File: config.mk
export PLATFORM = sky130hd
export DESIGN_NAME = sba_alu
export DESIGN_NICKNAME = d
export VERILOG_FILES = /design/src/sba_pkg.sv /design/src/sba_res_if.sv /design/src/sba_arith.sv /design/src/sba_perm.sv /design/src/sba_alu.sv
export SDC_FILE = /design/constraint.sdc
export NUM_CORES = 1
export LEC_CHECK = 0
export BUFFER_PORTS_ARGS = -buffer_cell sky130_fd_sc_hd__buf_4
export CAP_MARGIN = 20
export CORE_MARGIN = 2
export CORE_UTILIZATION = 52
export CTS_CLUSTER_SIZE = 10
export DETAILED_ROUTE_END_ITERATION = 10
export HOLD_SLACK_MARGIN = 0.02
export PLACE_DENSITY_LB_ADDON = 0.2
export SLEW_MARGIN = 20
export SYNTH_ARGS = -nofsm -noshare
export SYNTH_HDL_FRONTEND = slang
export SYNTH_SLANG_ARGS = --single-unit
File: constraint.sdc
create_clock -name clock -period 1.8 [get_ports clock]
set_input_delay 0.36 -clock clock [delete_from_list [all_inputs] [get_ports clock]]
set_output_delay 0.36 -clock clock [all_outputs]
set_load 0.02 [all_outputs]
File: src/sba_pkg.sv
// Package: opcodes, field positions and reset values for the SIMD byte/halfword ALU
// Behaviour
// - move_top_halfword writes immediate to bits 31:16, keeps bits 15:0
// - move_top_halfword leaves all flags and lane_sign_flags unchanged
// - byte_swap_word reverses all four bytes of the word
// - byte_swap_halves swaps the bytes inside each halfword independently
// - byte_swap_signed_half swaps bottom halfword bytes, sign-extends to 32 bits
// - bit_mirror_word result bit i equals operand bit 31 minus i
// - Byte-swap and bit-mirror operations leave all flags unaltered
// - parallel_add_halves adds signed halfwords separately, keeps low 16 bits
// - parallel_add_halves flag pairs are 11 for non-negative sums, else 00
// - parallel_add_bytes does four signed 8-bit adds, keeps low 8 bits
// - parallel_add_bytes sets flag bit n when lane n sum is non-negative
// - add_sub_exchange: low = n.lo minus m.hi, high = n.hi plus m.lo
// - add_sub_exchange flag pairs follow difference and sum signs
// - sub_add_exchange: low = n.lo plus m.hi, high = n.hi minus m.lo
// - sub_add_exchange flag pairs follow sum and difference signs
// - byte_pick_by_flags takes lane n from first operand when flag n set
// - A failed condition updates neither destination nor any flag
package sba_pkg;
  localparam int unsigned SBA_WORD_W = 32;
  localparam int unsigned SBA_HALF_W = 16;
  localparam int unsigned SBA_LANES = 4;
  localparam int unsigned SBA_TOP_LSB = 16;
  localparam logic [3:0] SBA_FLAGS_RST = 4'h0;
  localparam logic [31:0] SBA_RES_RST = 32'h0000_0000;

  typedef enum logic [3:0] {
    SBA_OP_MOVE_TOP,
    SBA_OP_SWAP_WORD,
    SBA_OP_SWAP_HALVES,
    SBA_OP_SWAP_SIGNED_HALF,
    SBA_OP_MIRROR,
    SBA_OP_ADD_HALVES,
    SBA_OP_ADD_BYTES,
    SBA_OP_ADD_SUB_X,
    SBA_OP_SUB_ADD_X,
    SBA_OP_PICK
  } sba_op_e;
endpackage

File: src/sba_res_if.sv
// Interface: result word and lane flags produced by the datapath units
`timescale 1ns/1ps
`default_nettype none
interface sba_res_if;
  logic [31:0] result;
  logic [3:0] flags;
  logic sets_flags;
  modport src (output result, output flags, output sets_flags);
  modport dst (input result, input flags, input sets_flags);
endinterface
`default_nettype wire

File: src/sba_arith.sv
// Parallel signed adds and exchange add/subtract with lane sign results
`timescale 1ns/1ps
`default_nettype none
module sba_arith
  import sba_pkg::*;
(
  input wire sba_op_e op,
  input wire logic [31:0] opa,
  input wire logic [31:0] opb,
  sba_res_if.src res
);
  // 17-bit full-precision signed halfword add or subtract
  function automatic logic [16:0] hs(input logic [15:0] a, input logic [15:0] b,
                                     input logic sub);
    logic [16:0] ax;
    logic [16:0] bx;
    ax = {a[15], a};
    bx = {b[15], b};
    hs = sub ? (ax - bx) : (ax + bx);
  endfunction

  function automatic logic [8:0] bs(input logic [7:0] a, input logic [7:0] b);
    bs = {a[7], a} + {b[7], b};
  endfunction

  wire logic is_xs = (op == SBA_OP_ADD_SUB_X);
  wire logic [15:0] m_lo_sel = (op == SBA_OP_ADD_HALVES) ? opb[15:0] : opb[31:16];
  wire logic [15:0] m_hi_sel = (op == SBA_OP_ADD_HALVES) ? opb[31:16] : opb[15:0];
  // Lower lane subtracts for add_sub_exchange, upper for sub_add_exchange
  wire logic [16:0] lo17 = hs(opa[15:0], m_lo_sel, is_xs);
  wire logic [16:0] hi17 = hs(opa[31:16], m_hi_sel, op == SBA_OP_SUB_ADD_X);
  wire logic [8:0] b0 = bs(opa[7:0], opb[7:0]);
  wire logic [8:0] b1 = bs(opa[15:8], opb[15:8]);
  wire logic [8:0] b2 = bs(opa[23:16], opb[23:16]);
  wire logic [8:0] b3 = bs(opa[31:24], opb[31:24]);

  assign res.sets_flags = (op == SBA_OP_ADD_HALVES) || (op == SBA_OP_ADD_BYTES)
                          || is_xs || (op == SBA_OP_SUB_ADD_X);
  assign res.result = (op == SBA_OP_ADD_BYTES) ? {b3[7:0], b2[7:0], b1[7:0], b0[7:0]}
                                               : {hi17[15:0], lo17[15:0]};
  assign res.flags = (op == SBA_OP_ADD_BYTES)
                     ? {~b3[8], ~b2[8], ~b1[8], ~b0[8]}
                     : {{2{~hi17[16]}}, {2{~lo17[16]}}};
endmodule
`default_nettype wire

File: src/sba_perm.sv
// Byte swaps, bit mirror, top-halfword move and flag-driven byte pick
`timescale 1ns/1ps
`default_nettype none
module sba_perm
  import sba_pkg::*;
(
  input wire sba_op_e op,
  input wire logic [31:0] opa,
  input wire logic [31:0] opb,
  input wire logic [15:0] imm,
  input wire logic [31:0] dest_old,
  input wire logic [3:0] lane_flags,
  sba_res_if.src res
);
  logic [31:0] mirror;
  logic [31:0] pick;
  always_comb
  begin
    for (int i = 0; i < 32; i++)
    begin
      mirror[i] = opa[31 - i];
    end
    for (int n = 0; n < 4; n++)
    begin
      pick[8*n +: 8] = lane_flags[n] ? opa[8*n +: 8] : opb[8*n +: 8];
    end
  end

  wire logic [15:0] swapped_lo = {opa[7:0], opa[15:8]};
  // None of these operations touch the lane flags
  assign res.sets_flags = 1'b0;
  assign res.flags = lane_flags;
  assign res.result =
    (op == SBA_OP_MOVE_TOP) ? {imm, dest_old[15:0]} :
    (op == SBA_OP_SWAP_WORD) ? {opa[7:0], opa[15:8], opa[23:16], opa[31:24]} :
    (op == SBA_OP_SWAP_HALVES) ? {opa[23:16], opa[31:24], swapped_lo} :
    (op == SBA_OP_SWAP_SIGNED_HALF) ? {{16{swapped_lo[15]}}, swapped_lo} :
    (op == SBA_OP_MIRROR) ? mirror : pick;
endmodule
`default_nettype wire

File: src/sba_alu.sv
// Top: SIMD byte/halfword ALU slice with registered result and lane flags
`timescale 1ns/1ps
`default_nettype none
module sba_alu
  import sba_pkg::*;
(
  input wire logic clock,
  input wire logic rst,
  input wire logic op_valid,
  input wire sba_op_e op,
  input wire logic cond_pass,
  input wire logic [31:0] first_operand,
  input wire logic [31:0] second_operand,
  input wire logic [15:0] imm16,
  input wire logic [31:0] dest_old,
  output logic [31:0] dest_data,
  output logic dest_we,
  output logic [3:0] lane_sign_flags
);
  sba_res_if ar_if ();
  sba_res_if pm_if ();

  logic [31:0] dest_data_q;
  logic dest_we_q;
  logic [3:0] flags_q;

  sba_arith u_arith (
    .op(op),
    .opa(first_operand),
    .opb(second_operand),
    .res(ar_if.src)
  );

  sba_perm u_perm (
    .op(op),
    .opa(first_operand),
    .opb(second_operand),
    .imm(imm16),
    .dest_old(dest_old),
    .lane_flags(flags_q),
    .res(pm_if.src)
  );

  // Destination is checked by the decoder; this slice cannot see register numbers
  wire logic go = op_valid && cond_pass;
  wire logic use_arith = ar_if.sets_flags;
  // Both units report whether they own the flags; only the adder unit ever does
  wire logic flag_op = ar_if.sets_flags || pm_if.sets_flags;
  wire logic [31:0] dest_data_d = use_arith ? ar_if.result : pm_if.result;
  wire logic [3:0] unit_flags = use_arith ? ar_if.flags : pm_if.flags;
  wire logic [3:0] flags_d = (go && flag_op) ? unit_flags : flags_q;

  always_ff @(posedge clock or posedge rst)
  begin
    if (rst)
    begin
      dest_data_q <= SBA_RES_RST;
      dest_we_q <= 1'b0;
      flags_q <= SBA_FLAGS_RST;
    end
    else
    begin
      dest_data_q <= go ? dest_data_d : dest_data_q;
      dest_we_q <= go;
      flags_q <= flags_d;
    end
  end

  assign dest_data = dest_data_q;
  assign dest_we = dest_we_q;
  assign lane_sign_flags = flags_q;

  // Signed lane values for the checks below, worked in plain integers
  function automatic int sx16(input logic [15:0] x);
    sx16 = int'($signed(x));
  endfunction

  function automatic int sx8(input logic [7:0] x);
    sx8 = int'($signed(x));
  endfunction

  // Low bits of a lane result, cut on purpose from the integer sum
  function automatic logic [15:0] lo16(input int v);
    lo16 = v[15:0];
  endfunction

  function automatic logic [7:0] lo8(input int v);
    lo8 = v[7:0];
  endfunction

  // Flag pair for one halfword lane: both bits follow the sign of the full sum
  function automatic logic [1:0] pair_of(input int v);
    pair_of = (v >= 0) ? 2'b11 : 2'b00;
  endfunction
endmodule
`default_nettype wire

**Word level (Yosys, flattened, before mapping)**

Index checks and enable logic that the tools add are counted.

- Logic and storage cells: 48
- Bits in registers: 37
- Output and inout port bits: 37

- Reductions and logical operators: 7
- Add/sub/neg operators: 8
- Bitwise gates (word level): 6
- Equal/unequal tests: 8
- Muxes and demuxes: 16

Operators by type and width:

| kind | count |
|---|---|
| $mux 32 | 7 |
| $add 8x8->9 | 4 |
| $add 16x16->17 | 2 |
| $mux 17 | 2 |
| $sub 16x16->17 | 2 |
| $mux 16 | 2 |
| $mux 8 | 4 |
| $eq 4x3->1 const B | 4 |
| $eq 4x2->1 const B | 2 |
| $not 1->1 | 6 |
| $eq 4x1->1 const B | 1 |
| $eq 4x4->1 const B | 1 |
| $logic_not 4->1 | 1 |
| $mux 4 | 1 |
| $logic_or 1x1->1 | 3 |
| $logic_and 1x1->1 | 2 |
| $reduce_and 2->1 | 1 |

**Longest topological paths before layout**

- Depth after elaboration: 7
- Gate-level depth with buffers: 23
- Mapped depth without buffers: 18

**Modules after synthesis**

From an unflattened synthesis, not the netlist that was laid out.

- Cell total of the unflattened synthesis: 1049
- Area, all modules: 7875.1 um2

Modules (own cells, without submodules):

| module | cells an instance | instances | area an instance (um2) | sequential area each (um2) |
|---|---|---|---|---|
| sba_arith | 622 | 1 | 4369.2 | 0.0 |
| sba_alu | 164 | 1 | 1780.5 | 925.9 |
| sba_perm | 263 | 1 | 1725.4 | 0.0 |

**Worst setup path after synthesis**

Ideal clock, no wire load.

- Kind: input to register
- Start point: input op[2]
- End point: register flags_q[0], in the netlist lane_sign_flags[0]
- Stages: 21
- Path buffers: 5
- Setup time: 0.087 ns
- Setup slack: -2.115 ns
- Data required time: 1.713 ns
- Arrival time: 3.828 ns
- Cells stage by stage: buf_2 -> and4bb_1 -> buf_2 -> buf_4 -> buf_2 -> buf_2 -> nand2_1 -> nand2_1 -> inv_1 -> ha_1 -> nand2_1 -> o21ai_0 -> fa_1 -> nor2b_1 -> o2111ai_1 -> a31o_2 -> o311a_1 -> o21bai_1 -> xnor2_1 -> nand2_1 -> o211ai_1

- Longest elaborated chain between the ends: 6
- Elaborated cells between the ends (all ways): 15

RTL lines:

| element | line | RTL |
|---|---|---|
| start: declaration | sba_alu.sv:10 | `input wire sba_op_e op,` |
| $eq 4x3->1 (on tied branches) | sba_arith.sv:27, sba_arith.sv:37, sba_arith.sv:41 |  |
| $mux 16 / $logic_or 1x1->1 (equally long branches) | sba_arith.sv:27, sba_arith.sv:37 |  |
| $add 16x16->17, or another cell as far along | sba_arith.sv:19 | `hs = sub ? (ax - bx) : (ax + bx);` |
| $mux 17 / $logic_or 1x1->1 (equally long branches) | sba_arith.sv:19, sba_arith.sv:38 |  |
| $not 1->1 / $logic_and 1x1->1 (equally long branches) | sba_arith.sv:43, sba_alu.sv:51 |  |
| $mux 4 / $reduce_and 2->1 (equally long branches) | - |  |
| end signal: assignment | sba_alu.sv:65 | `flags_q <= flags_d;` |
| end: declaration | sba_alu.sv:25 | `logic [3:0] flags_q;` |

Parallel ways exist; a longest one is shown, timed or not.
A chain may end at the register's enable or synchronous reset.

**Worst setup path after layout**

- Start point: input op[1]
- End point: register dest_data_q[26], in the netlist dest_data[26]

- Longest elaborated chain between the ends: 7
- Elaborated cells between the ends (all ways): 23

RTL lines:

| element | line | RTL |
|---|---|---|
| parallel branches: the longest is 6 deep, another holds $add 16x16->17 | - |  |
| $mux 32 (*) | sba_alu.sv:49 | `wire logic [31:0] dest_data_d = use_arith ? ar_if.result : pm_if.result;` |
| end signal: assignment | sba_alu.sv:63 | `dest_data_q <= go ? dest_data_d : dest_data_q;` |
| end: declaration | sba_alu.sv:23 | `logic [31:0] dest_data_q;` |

Mark *: on every way between the ends.

==> results.txt <==
----------------------------------------------------
[Synthesis]
  Sequential share of the synthesized area ... between 10% and 20%
  Post-Syn Area ... 7610 um2
  Number of enable-type register cells in the synthesized netlist ... 0
  Async SR Flop Fraction ... 100%
  Post-synthesis area per instance ... roughly 7.3 um2
  Number of different library cells in the post-synthesis netlist ... 75
  Cell type with the highest aggregate area in the netlist ... dfrtp_1
  Largest cells by area after synthesis ... dfrtp_1 (12%), ha_1 (11%), mux2i_1 (8.0%), a21oi_1 (5.7%), nand2_1 (5.6%)
  Area share of the largest cell type after synthesis ... roughly an eighth
  Total nets after synthesis ... roughly 1200
  Commonest register cell after synthesis ... dfrtp_1
  Number of register bits inferred by synthesis ... 37
  Number of synthesis warnings ... 0
  Post-synthesis cell count ... ~1000

[Clock tree]
  CTS tree ... built
  Clock latency reported for the late side of the worst-skew pair ... a little under 0.3 ns
  Sinks on Clock Net ... 37
  Maximum clock insertion buffer count ... 2
  CTS buffer count ... 5
  Clock-pin slew on the worst setup and hold paths ... 0.07 ns
  Root buffer cell ... clkbuf_16
  Total number of H-tree levels ... 2

[Setup path]
  Classification of the worst setup path ... in -> reg
  Startpoint of the worst setup timing path ... op[1]
  Critical path fanouts, max ... 8
  Endpoint arrival time on the critical path ... 3.72 ns
  Reg-to-reg startpoint ... lane_sign_flags[2]
  Worst-case register-to-register setup slack ... -0.40 ns
  Req. time, crit path ... 1.98 ns
  Kind of end point of the critical path ... flip-flop
  CP startpoint kind ... primary input

[GRT]
  Via count of the first global-routing pass ... ~11000
  Wire length of the first global-routing pass ... roughly 60 mm
  Overall overflow remaining after global route ... 0
  Pin count of the biggest net entering global routing ... 38
  Antenna violations before repair ... 2
  Combined global-route utilization of all metal layers ... 48.6%

[Status]
  Result of the run ... complete, but fails checks
  Violations in the final reports ... setup timing

[Power]
  Post-route total power ... about 7.7 mW
  Leakage power summed over all cells ... a little under 6 nW
  Maximum resistive drop on vdd ... 414 uV
  Pwr dens ... between 600 and 700 nW/um2

[Cells and area]
  Fraction of layout cells with a size suffix above 1 ... around 44%
  Net count of the finished layout ... between 1500 and 2000
  Fillcell total ... just under 800
  Synthesis-to-finish area growth ... 66.2%
  Core utilization of the finished layout ... between 80% and 90%
  Leading cell types in the layout, fill and taps excluded ... buf_4 (483), nand2_1 (107), nor2_1 (88)
  Leading cell type in the layout, fill and taps excluded ... buf_4

[Floorplan]
  Die height ... 125 um
  Die Width ... ~120 um
  Effective utilization at floorplan ... around 53%
  Std-Cell Rows ... 44
  Core area ... between 10000 and 15000 um2
  IO Pins ... 157
  Die Area ... around 16000 um2

[Timing]
  Post-route minimum period ... 3.54 ns
  Setup ws final ... -1.74 ns
  Number of max-slew violations in the final report ... 0
  Finish-stage setup viols ... 36
  Actual transition at the worst max-transition pin ... between 0.5 and 0.6 ns
  Maximum clock skew at final layout ... 0.00767 ns
  Post-route setup TNS ... -49.07 ns
  Count of endpoints failing hold in the final timing report ... 0
  Unrepaired setup endpoints after global routing ... yes
  Max-slew headroom ... ~62%
  Final worst path period share ... 197%
  Achievable frequency ... 282 MHz

[Routing]
  Pre-antenna DRT Iters ... 8
  Total via count in the routed design ... between 10000 and 15000
  1st-iter DRT viols ... 1879
  Remaining design rule violation count ... 0
  Post-DR wirelength/cell ... around 26 um
  DRT antenna net count ... 0
  Total wire length after detailed routing ... about 44 mm
  Avg Vias per Cell ... a little under 7

[Run]
  Max-cap check violation count ... 0

[Worst hold path]
  Worst min-delay path class ... in -> async

[Placed design]
  Global placement routability congestion ... between 1 and 1.5
  Buffers on Ports ... 140
  Placed wire-length estimate after detailed placement ... between 20 and 30 mm

----------------------------------------------------
==> cell usage after synthesis, types with 9 or more instances <==
library cell / instances
nand2_1: 113
nor2_1: 97
a21oi_1: 86
ha_1: 66
o21ai_0: 66
mux2i_1: 61
a211oi_1: 42
dfrtp_1: 37
nor3_1: 37
xnor2_1: 37
xor2_1: 34
buf_2: 32
o211ai_1: 32
inv_1: 30
clkbuf_1: 23
nand2b_1: 23
a31oi_1: 20
a21o_1: 18
nand3_1: 14
o21ai_1: 13
a311oi_1: 11
nor2b_1: 11
or3_1: 9
==> stage by stage <==
step | instances | hold WS [ns] | worst slack [ns] | cell area [um2]
floorplan | 1048 | 0.539 | -1.63 | 7880
global placement | 1644 | 0.464 | -1.98 | 11400
detailed placement | 1644 | 0.481 | -2.07 | 11400
CTS | 1666 | 0.226 | -1.49 | 12200
global route | 1685 | 0.278 | -1.78 | 12600
finish | 1686 | 0.216 | -1.74 | 12700
==> state kept, by name (all words and copies together) (netlist names) <==
signal           count
dest_data           32
lane_sign_flags      4
dest_we              1
==> worst max-delay path: stages <==
cell       delay (ns)
buf_8            0.10
nand4bb_4        0.34
buf_8            0.23
buf_4            0.16
mux2i_4          0.21
a31oi_2          0.14
xor2_1           0.18
ha_1             0.38
o21a_1           0.20
o31a_1           0.14
o21ai_4          0.31
a21oi_2          0.14
a21o_1           0.20
a211o_1          0.27
a221oi_2         0.26
o31ai_1          0.09
==> logic make-up after synthesis <==
family / count (synthesis) / synth area share, %
muxes: 65 / 8.61
buffers and inverters: 98 / 5.95
DFF: 37 / 12.2
xor gates and xnor gates: 71 / 8.17
adders and majority gates: 72 / 12.4
AOI/OAI and AO/OA: 362 / 31.1
and+or+nand+nor: 343 / 21.6
==> routing by layer <==
| metal | routed length [um] | vias to the layer above | part of all wire [%] | track usage [%] |
|---|---|---|---|---|
| li1 | - | 4788 | - | - |
| met1 | 15100 | 5265 | 34 | 61.9 |
| met2 | 18300 | 1146 | 42 | 75.1 |
| met3 | 6030 | 443 | 14 | 10.8 |
| met4 | 4500 | 0 | 10 | 29.3 |
| met5 | 0 | - | 0 | 0 |
==> where the power goes <==
part	leakage, nW	internal (mW)	switching (mW)
clock network	0.0700	0.547	0.398
registers	0.447	1.02	0.166
logic	5.36	2.61	2.93
total	5.88	4.18	3.49
==> final cells by class <==
cell class | count | area, um2 | area share, %
inverter | 31 | 116 | 0.920
timing repair buffer | 511 | 4120 | 32.5
tap | 184 | 230 | 1.82
multi-input combinational | 914 | 7110 | 56.2
sequential | 37 | 926 | 7.32
antenna | 2 | 5.00 | 0.0396
clock buffer | 7 | 143 | 1.13
==> worst paths after layout <==
kind,to,cells after the start
max,dest_data[26],16
min,dest_data[27],3
max reg2reg,dest_data[21],9
min reg2reg,dest_data[3],2
max in group asynchronous,dest_data[2],3
min in group clock,dest_data[0],3
==> timing repair <==
item / in CTS / in global routing
resized for setup: 87 / 70
pin swaps: 70 / 57
cloned: 4 / 0
hold buffers: 0 / 0
setup buffers: 12 / 18
endpoints found under the setup margin: 36 / 36
Power figures use the tool's default switching activity.
